### config.mk
export PLATFORM = sky130hd
export DESIGN_NAME = htc_top
export DESIGN_NICKNAME = d
export VERILOG_FILES = /design/src/rtl/htc_pkg.sv /design/src/rtl/htc_top.sv /design/src/rtl/htc_sys_status.sv /design/src/rtl/htc_user_fsm.sv
export SDC_FILE = /design/constraint.sdc
export NUM_CORES = 1
export LEC_CHECK = 0
export ABC_AREA = 1
export BUFFER_PORTS_ARGS = -buffer_cell sky130_fd_sc_hd__buf_2
export CAP_MARGIN = 40
export CORE_UTILIZATION = 56
export DETAILED_ROUTE_END_ITERATION = 6
export HOLD_SLACK_MARGIN = 0.08
export PLACE_DENSITY = 0.85
export SYNTH_ARGS = -nofsm -noshare
export SYNTH_HDL_FRONTEND = slang
export SYNTH_HIERARCHICAL = 1
export SYNTH_SLANG_ARGS = --single-unit
### constraint.sdc
create_clock -name core_clk -period 9.9 [get_ports core_clk]
set_clock_uncertainty 0.2 [all_clocks]
set_input_delay 0.495 -clock core_clk [delete_from_list [all_inputs] [get_ports core_clk]]
set_output_delay 0.495 -clock core_clk [all_outputs]
set_load 0.01 [all_outputs]
### src/rtl/htc_pkg.sv
// Shared constants, encodings and helpers of the hardware-thread call controller.
// Assumes one clock domain; every user of these names writes htc_pkg::name.
//
// What this block does
// - User machine writes status, opcode, arguments; controller writes result.
// - User request is only ask_set_run or no-op.
// - Hold ask_set_run until status is RUN, then clear.
// - Reset gives status RESET until RUN; user logic resets.
// - After RUN, wait two cycles before new opcode.
// - Controller drives bus master and coordinates status changes.
// - Request USED, RUNNING, EXITED, BLOCKED on their events.
// - Opcode gives ACK; controller serves, then asks RUN.
// - Finish call reads scheduler with identity; then EXITED.
// - Finish read data ignored; always treated as success.
// - Error finish same read, status becomes error-exit.
// - READ reads at argument one into result.
// - WRITE writes argument two at argument one; result kept.
// - Own-identity call zero-extends identity into result.
// - Own-identity: RUN the cycle after result written.
// - Give-way call: no bus, ACK then RUN.
// - Lock acquire reads arbiter, lock bits 31:26 and identity.
// - Granted lock gives RUN; refused gives ACK and BLOCKED.
// - Blocked waits RUN command, then RUNNING and RUN.
// - Lock release reads arbiter, then RUN.
// - Interrupt-association call does no bus action.
// - System request register encodings held until honoured.
// - Reset command acknowledged before state machines reset.

`default_nettype none

package htc_pkg;

	// ----------------------------------------
	// Widths
	// ----------------------------------------
	localparam int TID_W = 8;
	localparam int DATA_W = 32;
	localparam int OP_W = 6;
	localparam int LOCK_W = 6;

	// ----------------------------------------
	// Field positions and reset values
	// ----------------------------------------
	localparam int LOCK_HI = 31; // Lock number field in argument one
	localparam int LOCK_LO = 26;
	localparam int GRANT_BIT = 0; // Grant flag in acquire read data
	localparam logic [DATA_W-1:0] RESULT_RST = 32'h0000_0000;
	localparam logic [DATA_W-1:0] WORD_RST = 32'h0000_0000;
	localparam logic [TID_W-1:0] TID_RST = 8'h00;
	localparam logic [1:0] RUN_HOLD_CYC = 2'h2; // Cycles held in RUN before accepting

	// ----------------------------------------
	// Opcodes placed by the user logic
	// ----------------------------------------
	localparam logic [OP_W-1:0] OP_NOP = 6'h00;
	localparam logic [OP_W-1:0] OP_READ = 6'h01;
	localparam logic [OP_W-1:0] OP_WRITE = 6'h02;
	localparam logic [OP_W-1:0] OP_EXIT = 6'h03;
	localparam logic [OP_W-1:0] OP_EXIT_ERR = 6'h04;
	localparam logic [OP_W-1:0] OP_SELF = 6'h05;
	localparam logic [OP_W-1:0] OP_YIELD = 6'h06;
	localparam logic [OP_W-1:0] OP_LOCK = 6'h07;
	localparam logic [OP_W-1:0] OP_UNLOCK = 6'h08;
	localparam logic [OP_W-1:0] OP_INTR_ASSOC = 6'h09;

	// ----------------------------------------
	// Status and request encodings
	// ----------------------------------------
	typedef enum logic [1:0] {
		CS_RESET = 2'h0,
		CS_RUN = 2'h1,
		CS_ACK = 2'h3
	} htc_call_st_t;

	typedef enum logic [2:0] {
		SS_NOT_USED = 3'h0,
		SS_USED = 3'h1,
		SS_RUNNING = 3'h2,
		SS_EXITED = 3'h3,
		SS_EXIT_ERR = 3'h4,
		SS_BLOCKED = 3'h5
	} htc_sys_st_t;

	typedef enum logic [2:0] {
		SR_NOOP = 3'h0,
		SR_USED = 3'h1,
		SR_RUN = 3'h2,
		SR_EXIT = 3'h3,
		SR_EXIT_ERR = 3'h4,
		SR_BLOCK = 3'h5
	} htc_sys_req_t;

	typedef enum logic {
		UR_NOOP = 1'h0,
		UR_ASK_SET_RUN = 1'h1
	} htc_user_req_t;

	// Status that a system request asks for
	function automatic htc_sys_st_t req_target(input htc_sys_req_t r);
		case (r)
			SR_USED: req_target = SS_USED;
			SR_RUN: req_target = SS_RUNNING;
			SR_EXIT: req_target = SS_EXITED;
			SR_EXIT_ERR: req_target = SS_EXIT_ERR;
			SR_BLOCK: req_target = SS_BLOCKED;
			default: req_target = SS_NOT_USED;
		endcase
	endfunction : req_target

	// Register address with lock number and identity embedded
	function automatic logic [DATA_W-1:0] call_addr(input logic [DATA_W-1:0] base,
		input logic [LOCK_W-1:0] lock, input logic [TID_W-1:0] tid);
		call_addr = base | {16'h0000, lock, tid, 2'h0};
	endfunction : call_addr

endpackage : htc_pkg

`default_nettype wire

### src/rtl/htc_top.sv
// Call controller of a hardware thread: serves user opcodes with bus-master
// transfers and keeps the system and call status in step.
// Assumes system-slave, bus and user-logic signals share core_clk; nrst is asynchronous.

`default_nettype none

module htc_top #(
	parameter logic [31:0] FINISH_BASE = 32'h0001_0000,
	parameter logic [31:0] ACQUIRE_BASE = 32'h0002_0000,
	parameter logic [31:0] RELEASE_BASE = 32'h0003_0000
) (
	input wire logic core_clk,
	input wire logic nrst,
	// System-side slave events
	input wire logic tid_wr,
	input wire logic [htc_pkg::TID_W-1:0] thread_ident_reg,
	input wire logic cmd_run,
	input wire logic cmd_reset,
	input wire logic [htc_pkg::DATA_W-1:0] sys_arg_in,
	output logic cmd_ack,
	output htc_pkg::htc_sys_st_t sys_status,
	// Bus master
	output logic master_req,
	output logic master_rnw,
	output logic [htc_pkg::DATA_W-1:0] master_addr_out,
	output logic [htc_pkg::DATA_W-1:0] master_wdata_out,
	input wire logic [htc_pkg::DATA_W-1:0] master_rdata_in,
	input wire logic master_ack,
	// Thread user logic
	input wire logic [htc_pkg::OP_W-1:0] user_opcode,
	input wire logic [htc_pkg::DATA_W-1:0] user_arg1,
	input wire logic [htc_pkg::DATA_W-1:0] user_arg2,
	output htc_pkg::htc_call_st_t call_status,
	output logic [htc_pkg::DATA_W-1:0] call_result,
	output logic user_rst
);

	typedef enum logic [3:0] {
		C_START = 4'h0,
		C_NOT_USED = 4'h1,
		C_NU_WAIT = 4'h3,
		C_USED = 4'h2,
		C_USED_WAIT = 4'h6,
		C_RUNNING = 4'h7,
		C_BUS = 4'h5,
		C_DONE_WAIT = 4'h4,
		C_BLOCKED = 4'hC,
		C_HALT = 4'hD
	} htc_cst_t;

	logic rst_meta_q;
	logic rst_n;
	logic soft_rst_q;
	htc_cst_t st_q;
	htc_cst_t st_d;
	htc_pkg::htc_sys_req_t sreq_q;
	htc_pkg::htc_sys_req_t sreq_set;
	htc_pkg::htc_user_req_t ureq_q;
	logic ureq_set;
	logic bus_go;
	logic bus_rd;
	logic [htc_pkg::DATA_W-1:0] bus_addr;
	logic res_ld;
	logic [htc_pkg::DATA_W-1:0] res_val;
	logic [htc_pkg::DATA_W-1:0] result_q;
	logic [htc_pkg::OP_W-1:0] opcode;
	logic [htc_pkg::DATA_W-1:0] arg1;
	logic [htc_pkg::DATA_W-1:0] arg2;
	logic [htc_pkg::LOCK_W-1:0] lock_num;
	logic bus_done;
	htc_pkg::htc_call_st_t call_st;
	htc_pkg::htc_sys_st_t sys_st;

	// ----------------------------------------
	// Reset release and reset command
	// ----------------------------------------

	// Two-stage release of the asynchronous reset
	always_ff @(posedge core_clk or negedge nrst) begin
		if (!nrst) begin
			rst_meta_q <= 1'b0;
			rst_n <= 1'b0;
		end else begin
			rst_meta_q <= 1'b1;
			rst_n <= rst_meta_q;
		end
	end

	// Acknowledge the command first, reset the machines one cycle later
	always_ff @(posedge core_clk or negedge rst_n) begin
		if (!rst_n) begin
			cmd_ack <= 1'b0;
			soft_rst_q <= 1'b0;
		end else begin
			cmd_ack <= cmd_reset;
			soft_rst_q <= cmd_ack;
		end
	end

	// ----------------------------------------
	// Companion machines
	// ----------------------------------------
	htc_user_fsm u_user (
		.clk(core_clk),
		.rst_n(rst_n),
		.soft_rst(soft_rst_q),
		.ureq(ureq_q),
		.opcode_in(user_opcode),
		.arg1_in(user_arg1),
		.arg2_in(user_arg2),
		.call_status_q(call_st),
		.opcode_q(opcode),
		.arg1_q(arg1),
		.arg2_q(arg2)
	);

	htc_sys_status u_sys (
		.clk(core_clk),
		.rst_n(rst_n),
		.soft_rst(soft_rst_q),
		.sreq(sreq_q),
		.sys_status_q(sys_st)
	);

	assign call_status = call_st;
	assign sys_status = sys_st;
	assign call_result = result_q;
	assign lock_num = arg1[htc_pkg::LOCK_HI:htc_pkg::LOCK_LO];
	assign bus_done = master_req && master_ack;

	// ----------------------------------------
	// Controller next state
	// ----------------------------------------

	// Decode events into requests, bus starts and result loads
	always_comb begin
		st_d = st_q;
		sreq_set = htc_pkg::SR_NOOP;
		ureq_set = 1'b0;
		bus_go = 1'b0;
		bus_rd = 1'b1;
		bus_addr = htc_pkg::WORD_RST;
		res_ld = 1'b0;
		res_val = result_q;
		case (st_q)
			C_START: begin
				st_d = C_NOT_USED;
			end
			C_NOT_USED: begin
				if (tid_wr) begin
					sreq_set = htc_pkg::SR_USED;
					st_d = C_NU_WAIT;
				end
			end
			C_NU_WAIT: begin
				if (sreq_q == htc_pkg::SR_NOOP) begin
					st_d = C_USED;
				end
			end
			C_USED: begin
				if (cmd_run) begin
					sreq_set = htc_pkg::SR_RUN;
					ureq_set = 1'b1;
					res_ld = 1'b1;
					res_val = sys_arg_in;
					st_d = C_USED_WAIT;
				end
			end
			C_USED_WAIT: begin
				if (sreq_q == htc_pkg::SR_NOOP && ureq_q == htc_pkg::UR_NOOP) begin
					st_d = C_RUNNING;
				end
			end
			C_RUNNING: begin
				if (call_st == htc_pkg::CS_ACK && ureq_q == htc_pkg::UR_NOOP) begin
					case (opcode)
						htc_pkg::OP_READ: begin
							bus_go = 1'b1;
							bus_addr = arg1;
							st_d = C_BUS;
						end
						htc_pkg::OP_WRITE: begin
							bus_go = 1'b1;
							bus_rd = 1'b0;
							bus_addr = arg1;
							st_d = C_BUS;
						end
						htc_pkg::OP_EXIT, htc_pkg::OP_EXIT_ERR: begin
							bus_go = 1'b1;
							bus_addr = htc_pkg::call_addr(FINISH_BASE, '0, thread_ident_reg);
							st_d = C_BUS;
						end
						htc_pkg::OP_LOCK: begin
							bus_go = 1'b1;
							bus_addr = htc_pkg::call_addr(ACQUIRE_BASE, lock_num, thread_ident_reg);
							st_d = C_BUS;
						end
						htc_pkg::OP_UNLOCK: begin
							bus_go = 1'b1;
							bus_addr = htc_pkg::call_addr(RELEASE_BASE, lock_num, thread_ident_reg);
							st_d = C_BUS;
						end
						htc_pkg::OP_SELF: begin
							res_ld = 1'b1;
							res_val = {{(htc_pkg::DATA_W-htc_pkg::TID_W){1'b0}}, thread_ident_reg};
							ureq_set = 1'b1;
							st_d = C_DONE_WAIT;
						end
						default: begin
							ureq_set = 1'b1;
							st_d = C_DONE_WAIT;
						end
					endcase
				end
			end
			C_BUS: begin
				if (bus_done) begin
					case (opcode)
						htc_pkg::OP_READ: begin
							res_ld = 1'b1;
							res_val = master_rdata_in;
							ureq_set = 1'b1;
							st_d = C_DONE_WAIT;
						end
						htc_pkg::OP_EXIT: begin
							sreq_set = htc_pkg::SR_EXIT;
							st_d = C_HALT;
						end
						htc_pkg::OP_EXIT_ERR: begin
							sreq_set = htc_pkg::SR_EXIT_ERR;
							st_d = C_HALT;
						end
						htc_pkg::OP_LOCK: begin
							if (master_rdata_in[htc_pkg::GRANT_BIT]) begin
								ureq_set = 1'b1;
								st_d = C_DONE_WAIT;
							end else begin
								sreq_set = htc_pkg::SR_BLOCK;
								st_d = C_BLOCKED;
							end
						end
						default: begin
							ureq_set = 1'b1;
							st_d = C_DONE_WAIT;
						end
					endcase
				end
			end
			C_DONE_WAIT: begin
				if (ureq_q == htc_pkg::UR_NOOP) begin
					st_d = C_RUNNING;
				end
			end
			C_BLOCKED: begin
				if (cmd_run && sreq_q == htc_pkg::SR_NOOP) begin
					sreq_set = htc_pkg::SR_RUN;
					ureq_set = 1'b1;
					st_d = C_DONE_WAIT;
				end
			end
			C_HALT: begin
				st_d = C_HALT;
			end
			default: begin
				st_d = C_START;
			end
		endcase
	end

	// ----------------------------------------
	// Controller registers
	// ----------------------------------------

	// State register
	always_ff @(posedge core_clk or negedge rst_n) begin
		if (!rst_n) begin
			st_q <= C_START;
		end else if (soft_rst_q) begin
			st_q <= C_START;
		end else begin
			st_q <= st_d;
		end
	end

	// Status requests: held until honoured, a new request wins over the clear
	always_ff @(posedge core_clk or negedge rst_n) begin
		if (!rst_n) begin
			sreq_q <= htc_pkg::SR_NOOP;
			ureq_q <= htc_pkg::UR_NOOP;
		end else if (soft_rst_q) begin
			sreq_q <= htc_pkg::SR_NOOP;
			ureq_q <= htc_pkg::UR_NOOP;
		end else begin
			if (sreq_set != htc_pkg::SR_NOOP) begin
				sreq_q <= sreq_set;
			end else if (sreq_q != htc_pkg::SR_NOOP && sys_st == htc_pkg::req_target(sreq_q)) begin
				sreq_q <= htc_pkg::SR_NOOP;
			end
			if (ureq_set) begin
				ureq_q <= htc_pkg::UR_ASK_SET_RUN;
			end else if (call_st == htc_pkg::CS_RUN) begin
				ureq_q <= htc_pkg::UR_NOOP;
			end
		end
	end

	// Bus master: request held until the bus acknowledges
	always_ff @(posedge core_clk or negedge rst_n) begin
		if (!rst_n) begin
			master_req <= 1'b0;
			master_rnw <= 1'b1;
			master_addr_out <= htc_pkg::WORD_RST;
			master_wdata_out <= htc_pkg::WORD_RST;
		end else if (soft_rst_q) begin
			master_req <= 1'b0;
		end else if (bus_go) begin
			master_req <= 1'b1;
			master_rnw <= bus_rd;
			master_addr_out <= bus_addr;
			master_wdata_out <= arg2;
		end else if (bus_done) begin
			master_req <= 1'b0;
		end
	end

	// Result register, written by the controller only
	always_ff @(posedge core_clk or negedge rst_n) begin
		if (!rst_n) begin
			result_q <= htc_pkg::RESULT_RST;
		end else if (soft_rst_q) begin
			result_q <= htc_pkg::RESULT_RST;
		end else if (res_ld) begin
			result_q <= res_val;
		end
	end

	// Reset seen by the user logic while the call status is RESET
	always_ff @(posedge core_clk or negedge rst_n) begin
		if (!rst_n) begin
			user_rst <= 1'b1;
		end else begin
			user_rst <= soft_rst_q || (call_st == htc_pkg::CS_RESET);
		end
	end
endmodule : htc_top

`default_nettype wire

### src/rtl/htc_sys_status.sv
// System-side status keeper: applies the controller's status requests.
// Assumes requests arrive from the controller on the same clock.

`default_nettype none

module htc_sys_status (
	input wire logic clk,
	input wire logic rst_n,
	input wire logic soft_rst,
	input wire htc_pkg::htc_sys_req_t sreq,
	output htc_pkg::htc_sys_st_t sys_status_q
);

	// ----------------------------------------
	// Status register
	// ----------------------------------------

	// Honour any pending request in one cycle
	always_ff @(posedge clk or negedge rst_n) begin
		if (!rst_n) begin
			sys_status_q <= htc_pkg::SS_NOT_USED;
		end else if (soft_rst) begin
			sys_status_q <= htc_pkg::SS_NOT_USED;
		end else if (sreq != htc_pkg::SR_NOOP) begin
			sys_status_q <= htc_pkg::req_target(sreq);
		end
	end

endmodule : htc_sys_status

`default_nettype wire

### src/rtl/htc_user_fsm.sv
// User-side state machine: owns call status, opcode and both arguments.
// Assumes the user logic is on the same clock and keeps its opcode until ACK.

`default_nettype none

module htc_user_fsm (
	input wire logic clk,
	input wire logic rst_n,
	input wire logic soft_rst,
	input wire htc_pkg::htc_user_req_t ureq,
	input wire logic [htc_pkg::OP_W-1:0] opcode_in,
	input wire logic [htc_pkg::DATA_W-1:0] arg1_in,
	input wire logic [htc_pkg::DATA_W-1:0] arg2_in,
	output htc_pkg::htc_call_st_t call_status_q,
	output logic [htc_pkg::OP_W-1:0] opcode_q,
	output logic [htc_pkg::DATA_W-1:0] arg1_q,
	output logic [htc_pkg::DATA_W-1:0] arg2_q
);

	typedef enum logic [1:0] {
		U_START = 2'h0,
		U_RUN_HOLD = 2'h1,
		U_READY = 2'h3,
		U_ACK = 2'h2
	} htc_ust_t;

	htc_ust_t st_q;
	logic [1:0] hold_q;
	logic take;

	assign take = (st_q == U_READY) && (opcode_in != htc_pkg::OP_NOP);

	// ----------------------------------------
	// State and call status
	// ----------------------------------------

	// Status moves RESET/ACK -> RUN on request, RUN -> ACK on opcode
	always_ff @(posedge clk or negedge rst_n) begin
		if (!rst_n) begin
			st_q <= U_START;
			call_status_q <= htc_pkg::CS_RESET;
			hold_q <= 2'h0;
		end else if (soft_rst) begin
			st_q <= U_START;
			call_status_q <= htc_pkg::CS_RESET;
			hold_q <= 2'h0;
		end else begin
			case (st_q)
				U_START, U_ACK: begin
					if (ureq == htc_pkg::UR_ASK_SET_RUN) begin
						st_q <= U_RUN_HOLD;
						call_status_q <= htc_pkg::CS_RUN;
						hold_q <= htc_pkg::RUN_HOLD_CYC;
					end
				end
				U_RUN_HOLD: begin
					hold_q <= hold_q - 2'h1;
					if (hold_q == 2'h1) begin
						st_q <= U_READY;
					end
				end
				U_READY: begin
					if (take) begin
						st_q <= U_ACK;
						call_status_q <= htc_pkg::CS_ACK;
					end
				end
				default: begin
					st_q <= U_START;
				end
			endcase
		end
	end

	// ----------------------------------------
	// Opcode and argument capture
	// ----------------------------------------

	// Only this machine writes these registers
	always_ff @(posedge clk or negedge rst_n) begin
		if (!rst_n) begin
			opcode_q <= htc_pkg::OP_NOP;
			arg1_q <= htc_pkg::WORD_RST;
			arg2_q <= htc_pkg::WORD_RST;
		end else if (soft_rst) begin
			opcode_q <= htc_pkg::OP_NOP;
		end else if (take) begin
			opcode_q <= opcode_in;
			arg1_q <= arg1_in;
			arg2_q <= arg2_in;
		end
	end
endmodule : htc_user_fsm

`default_nettype wire

==> results.sh, run 1 <==
export IMPL_status="finished clean"
export IMPL_peakVddDrop_mv=0.114
export IMPL_drc_errors=0
export IMPL_leakage_nw=6.08
export IMPL_fin_area_mm2=0.0108
export IMPL_synth_top_area_share=0.533
export IMPL_grt_use_total=0.290
export IMPL_crit_chain="nor2_1, nand2_1, nor3_4, inv_2, nand2_4, nand2_4, buf_12, nor2_1, nor2_1"
export IMPL_placed_area_mm2=0.0102
export IMPL_register_area_mm2=0.00476
export IMPL_cts_setup_buffers=0
export IMPL_ant_nets=0
export IMPL_nets=1451
export IMPL_drt_total_wl_mm=22.8
export IMPL_fin_setup_tns_ns=0
export IMPL_crit_type="register to register"
export IMPL_multi_input_area_mm2=0.00348
export IMPL_cts_resized=0
export IMPL_num_rows=45
export IMPL_fin_crit_sh=0.309
export IMPL_io_buffers=252
export IMPL_rsz0062_at_grt="no"
export IMPL_viasPerCell=5.23
export IMPL_setup_viol_count_final=0
export IMPL_ios=253
export IMPL_critPathBufInv=2
export IMPL_yosys_warnings=6
export IMPL_grt_pass1_vias=7371
export IMPL_drive_above_1_share=0.246
export IMPL_first_iter_violations=667
export IMPL_grt_max_degree=75
export IMPL_syn_to_final_growth_pct=22.3
export IMPL_yosysSeqAreaShare=0.539
export IMPL_worstSkewPairLatency_ns=0.43
export IMPL_ys_types=33
export IMPL_grt_pass1_wl_mm=36.7
export IMPL_hold_viol=0
export IMPL_crit_cells=9
export IMPL_p_sw_mw=0.627
export IMPL_intPower_mw=1.42
export IMPL_root_buffer="clkbuf_16"
export IMPL_clockPowerShare=0.323
export IMPL_p_sw_frac=0.306
export IMPL_worstHoldPathCells=3
export IMPL_grt_antenna_before_repair=4
export IMPL_drtPass1Iterations=5
export IMPL_final_common_cell="nand2_1"
export IMPL_dieHeight_um=128
export IMPL_cellPowerDensity_mw_per_mm2=190
export IMPL_syn_cell_area_mm2=0.00882
export IMPL_p_seq_frac=0.490
export IMPL_wl_per_cell_um=14.9
export IMPL_period_needed_ns=3.06
export IMPL_combPwrFrac=0.186
export IMPL_coreArea_mm2=0.0153
export IMPL_arrival_ns=3.18
export IMPL_num_vias=7984
export IMPL_drv_cap=0
export IMPL_fillers=1276
export IMPL_hold_class="input pin to register"
export IMPL_gr_total_overflow=0
export IMPL_worstSetupStartpointType="register"
export IMPL_max_clock_path_buffers=2
export IMPL_synth_area_leaders="dfrtp_1 53%, nand2_1 18%, nand3_1 9.8%"
export IMPL_syn_avg_cell_area_um2=8.24
export IMPL_clock_fmax_mhz=327
export IMPL_synth_area_leader_cell="dfrtp_1"
export IMPL_cts_htree_levels=4
export IMPL_required_ns=10.02
export IMPL_cts_sinks=190
export IMPL_crit_path_end_kind="register"
export IMPL_clk_pin_slew_worst_paths_ns=0.07
export IMPL_cts_made_buffers=17
export IMPL_relSlewSlack=0.466
export IMPL_mostFrequentLayoutCells="415 x nand2_1, 252 x buf_2, 187 x dfrtp_1, 172 x nand3_1, 57 x inv_1"
export IMPL_cp_slowest_cell="nor3_4"
export IMPL_syn_nets=1222
export IMPL_dp_hpwl_mm=15.5
export IMPL_ys_ff_latch=190
export IMPL_worst_pin_slew_ns=0.800
export IMPL_slowest_delay_ns=0.57
export IMPL_cp_top_family="simple AND/OR/NAND/NOR gates"
export IMPL_die_area_mm2=0.0163
export IMPL_routabilityCongestion=0.972
export IMPL_slew_violations=0
export IMPL_die_x_um=128
export IMPL_tritoncts="yes"
export IMPL_r2r_cells=9
export IMPL_crit_top_cell="nor2_1"
export IMPL_syn_inst=1071
export IMPL_worst_path_max_fanout=55
export IMPL_initial_core_util=0.576
## layer usage
metal	vias up	GRT usage	wire, um
met5	-	0	15
met4	2	0.0805	361
met3	38	0.0716	1780
met2	302	0.478	11000
met1	3737	0.383	9610
li1	3905	-	-
## worst register-to-register path, delay by kind of cell, from the launching register on
family / cells / cell delay (ns)
buffers and inverters: 2 / 0.46
flip-flops: 1 / 0.43
AND/OR/NAND/NOR: 7 / 1.87
## flip-flops by register name, summed over array words and instances (netlist names)
signal                flops
ureq_q                    1
u_user/call_status_q      2
u_user/opcode_q           6
u_user/hold_q             2
call_result              32
cmd_ack                   1
user_rst                  1
u_sys/sys_status_q        3
st_q                      4
soft_rst_q                1
master_rnw                1
u_user/arg1_q            32
u_user/st_q               2
sreq_q                    3
master_req                1
u_user/arg2_q            32
rst_n                     1
master_addr_out          32
master_wdata_out         32
rst_meta_q                1
## cells in the mapped netlist
master	instances
buf_1	1
dfrtp_1	188
inv_1	57
nand3_1	172
a21oi_1	14
nand4_1	4
nor3_1	3
clkbuf_1	10
nand2_1	416
nor2_4	6
ha_1	3
nor3b_1	1
o221ai_1	1
xor2_1	1
a22o_1	24
nor2_1	42
nand3_2	2
nor2_2	5
o211ai_1	8
nand2_4	3
inv_2	7
o21ai_0	17
nor3_4	1
nand2_2	2
o21a_1	1
buf_6	8
or2_2	1
buf_4	10
nand3b_1	5
o21ai_1	25
conb_1	1
buf_2	30
dfstp_2	2
## area by class of cell
type | instances | area share
Tap cell | 211 | 0.0245
Antenna cell | 3 | 0.000696
Clock buffer | 22 | 0.0430
Multi-Input combinational cell | 758 | 0.322
Inverter | 64 | 0.0223
Sequential cell | 190 | 0.441
Timing Repair Buffer | 269 | 0.136
Clock inverter | 10 | 0.00963
## cells by family (layout without fill, tap and decap cells)
kind of cell,count (synthesis),count (layout),share of synthesized area
and+or+nand+nor,663,663,0.323
DFF,190,190,0.539
buffers and inverters,123,365,0.0676
AOI/OAI and AO/OA,90,90,0.0642
adders and majority gates,3,3,0.00425
other,1,4,0.000425
xor gates and xnor gates,1,1,0.000993
## path summary, 6_finish.rpt
path,start,end,slack [ns]
setup / recovery,u_user/opcode_q[3]$_DFFE_PN0P_,master_addr_out[5]$_DFFE_PN0P_,6.84
hold / removal,user_arg1[19],u_user/arg1_q[19]$_DFFE_PN0P_,0.09
setup reg to reg,u_user/opcode_q[3]$_DFFE_PN0P_,master_addr_out[5]$_DFFE_PN0P_,6.84
hold reg to reg,rst_meta_q$_DFF_PN0_,rst_n$_DFF_PN0_,0.16
max in group asynchronous,rst_n$_DFF_PN0_,call_result[20]$_DFFE_PN0P_,8.13
min in group asynchronous,nrst,rst_meta_q$_DFF_PN0_,0.18
## per-stage QoR
stage | std cells | util | hold WS (ns) | total power [mW] | setup slack, ns
final | 1527 | 0.704 | 0.0880 | 2.05 | 6.84
after floorplan | 1071 | - | -0.000591 | 1.27 | 4.02
after global routing | 1525 | 0.704 | 0.0924 | 2.16 | 6.58
after detailed placement | 1486 | 0.663 | 0.0808 | 1.40 | 6.86
after CTS | 1524 | 0.704 | 0.0806 | 2.06 | 6.81
after global placement | 1481 | 0.656 | 0.0800 | 1.37 | 6.70
## power groups by stage
| stage | clock [mW] | sequential [mW] | combinational, mW |
|---|---|---|---|
| final | 0.662 | 1.00 | 0.382 |
| after global placement | 0 | 1.01 | 0.361 |
| after CTS | 0.670 | 1.00 | 0.382 |
| after global routing | 0.707 | 1.02 | 0.434 |
| after detailed placement | 0 | 1.02 | 0.378 |
| after floorplan | 0 | 1.01 | 0.259 |
## what timing repair did
item                                    4_1_cts  5_1_grt
hold buffers                                  6        0
hold endpoints to repair                      7        0
endpoints found under the setup margin        0        0
Note: power is estimated with default switching activity, not from simulation.
==> run 2, diff against run 1 <==
--- a/config.mk
+++ b/config.mk
@@ -8,10 +8,10 @@
 export ABC_AREA = 1
 export BUFFER_PORTS_ARGS = -buffer_cell sky130_fd_sc_hd__buf_2
 export CAP_MARGIN = 40
-export CORE_UTILIZATION = 56
+export CORE_UTILIZATION = 47
 export DETAILED_ROUTE_END_ITERATION = 6
 export HOLD_SLACK_MARGIN = 0.08
-export PLACE_DENSITY = 0.85
+export PLACE_DENSITY = 0.76
 export SYNTH_ARGS = -nofsm -noshare
 export SYNTH_HDL_FRONTEND = slang
 export SYNTH_HIERARCHICAL = 1
==> constraint.sdc (replaced) <==
create_clock -name core_clk -period 2.6 [get_ports core_clk]
set_clock_uncertainty 0.2 [all_clocks]
set_input_delay 0.13 -clock core_clk [delete_from_list [all_inputs] [get_ports core_clk]]
set_output_delay 0.13 -clock core_clk [all_outputs]
set_load 0.01 [all_outputs]
==> run 2 against run 1 <==
Compared with the run above:
- the flow now finishes with violations (design-rule violations)
- clock power rose to 3.7 times the previous value
- sequential cell count unchanged
- sequential share of layout area is 5.3 points lower
- combinational power grew to 4.6 times the previous value
- global-route usage shrank 1.6 points
- clock-buffer cell count fell by 4
- via count up 9.8%
- largest power group unchanged
==> results.sh, run 2 (same netlist as run 1, synthesis figures left out) <==
export IMPL_status="finished with violations"
export IMPL_violations="design-rule violations"
export IMPL_worstSkewPairLatency_ns=0.43
export IMPL_slew_violations=0
export IMPL_die_x_um=139
export IMPL_p_sw_mw=2.54
export IMPL_ios=253
export IMPL_num_rows=49
export IMPL_final_common_cell="nand2_1"
export IMPL_crit_type="register to register"
export IMPL_hold_viol=0
export IMPL_hold_class="register to asynchronous set/reset pin"
export IMPL_reg2reg_to="call_result[1]$_DFFE_PN0P_"
export IMPL_worstSetupStartpointType="register"
export IMPL_placed_area_mm2=0.0102
export IMPL_required_ns=2.77
export IMPL_fin_area_mm2=0.0123
export IMPL_drtPass1Iterations=7
export IMPL_wl_per_cell_um=15.2
export IMPL_setup_ws_ns=0.190
export IMPL_clock_fmax_mhz=415
export IMPL_rsz0062_at_grt="no"
export IMPL_period_needed_ns=2.41
export IMPL_r2r_cells=9
export IMPL_r2r_setup_slack_ns=0.19
export IMPL_first_iter_violations=517
export IMPL_viasPerCell=5.18
export IMPL_holdWs_ns=0.0949
export IMPL_p_sw_frac=0.315
export IMPL_relSlewSlack=0.617
export IMPL_die_area_mm2=0.0193
export IMPL_power_total_mw=8.06
export IMPL_tritoncts="yes"
export IMPL_drive_above_1_share=0.228
export IMPL_grt_pass1_vias=8492
export IMPL_num_vias=8770
export IMPL_ant_nets=0
export IMPL_r2r_start="st_q[1]$_DFFE_PN0P_"
export IMPL_arrival_ns=2.58
export IMPL_leakage_nw=6.71
export IMPL_drt_total_wl_mm=25.7
export IMPL_cts_htree_levels=4
export IMPL_combPwrFrac=0.218
export IMPL_grt_pass1_wl_mm=42.1
export IMPL_fin_crit_sh=0.927
export IMPL_drv_cap=0
export IMPL_clk_pin_slew_worst_paths_ns=0.07
export IMPL_grt_use_total=0.274
export IMPL_cts_sinks=190
export IMPL_worst_pin_slew_ns=0.574
export IMPL_peakVddDrop_mv=0.497
export IMPL_grt_antenna_before_repair=0
export IMPL_setup_viol_count_final=0
export IMPL_mostFrequentLayoutCells="415 x nand2_1, 252 x buf_2, 187 x dfrtp_1, 172 x nand3_1, 148 x dlygate4sd3_1"
export IMPL_intPower_mw=5.52
export IMPL_max_clock_path_buffers=2
export IMPL_dpl_worst_slack_ns=0.292
export IMPL_routabilityCongestion=0.945
export IMPL_dp_hpwl_mm=16.0
export IMPL_gr_total_overflow=0
export IMPL_drc_errors=25
export IMPL_dieHeight_um=139
export IMPL_clockPowerShare=0.308
export IMPL_initial_core_util=0.485
export IMPL_nets=1602
export IMPL_cellPowerDensity_mw_per_mm2=656
export IMPL_io_buffers=252
export IMPL_p_seq_frac=0.475
export IMPL_grt_max_degree=59
export IMPL_syn_to_final_growth_pct=39.1
export IMPL_worst_path_max_fanout=33
export IMPL_fin_setup_tns_ns=0
export IMPL_coreArea_mm2=0.0182
export IMPL_root_buffer="clkbuf_16"
export IMPL_diodes=0
export IMPL_crit_path_end_kind="register"
export IMPL_cts_made_buffers=17
## run 2: cell count changes in the layout (fill, tap and decap cells not counted), moves of 3 or more
cell and delta:
inv_8 +3, dlygate4sd3_1 +142, buf_12 +4, buf_4 +8, diode_2 -3
## run 2: worst max path at each step
stage | start | endpoint | depth (start not counted)
6_report | st_q[1]$_DFFE_PN0P_ | call_result[1]$_DFFE_PN0P_ | 9
5_1_grt | u_user/opcode_q[0]$_DFFE_PN0P_ | master_addr_out[6]$_DFFE_PN0P_ | 10
4_1_cts | st_q[1]$_DFFE_PN0P_ | call_result[1]$_DFFE_PN0P_ | 9
3_5_place_dp | u_user/opcode_q[0]$_DFFE_PN0P_ | master_addr_out[6]$_DFFE_PN0P_ | 10
3_3_place_gp | u_user/opcode_q[0]$_DFFE_PN0P_ | master_addr_out[3]$_DFFE_PN0P_ | 10
2_1_floorplan | rst_n$_DFF_PN0_ | call_result[0]$_DFFE_PN0P_ | 0
## run 2: layout make-up
cell class | count | area (um^2)
fill | 1416 | 5930
tap | 229 | 287
timing repair buffer | 420 | 2960
multi-input combinational | 758 | 3480
inverter | 64 | 240
clock buffer | 18 | 429
sequential | 190 | 4760
clock inverter | 14 | 124
## run 2: per-layer routing
metal	global-route usage	share of wire	up-vias
met5	0	0	-
met4	0.115	0.026	0
met3	0.0570	0.079	47
met2	0.465	0.49	400
met1	0.339	0.41	4106
li1	-	-	4217
## run 2: repair_timing
item	CTS	global route
gates resized for setup	0	1
hold buffers	148	0
setup endpoints to repair	0	1
setup buffers	0	0
hold endpoints to repair	124	0
## run 2: worst max-delay path, stage by stage, from the launching register on
cell and delay [ns]:
dfrtp_1 0.48, inv_1 0.11, nand2_1 0.09, nor2_2 0.14, buf_6 0.28, nand2_1 0.16, o211ai_1 0.14, dlygate4sd3_1 0.58
nand3_1 0.08, nand2_1 0.08
## run 2: stage by stage
stage,util,cells
floorplan,-,1071
global placement,0.562,1513
detailed placement,0.562,1513
CTS,0.674,1693
global route,0.674,1693
finish,0.674,1693
## run 2: power by group through the flow
stage	clock (mW)	sequential, mW	combinational, mW
after global placement	0	3.85	1.44
final	2.48	3.82	1.76
after detailed placement	0	3.87	1.46
after CTS	2.53	3.82	1.73
after global routing	2.65	3.90	1.98
after floorplan	0	3.84	0.987
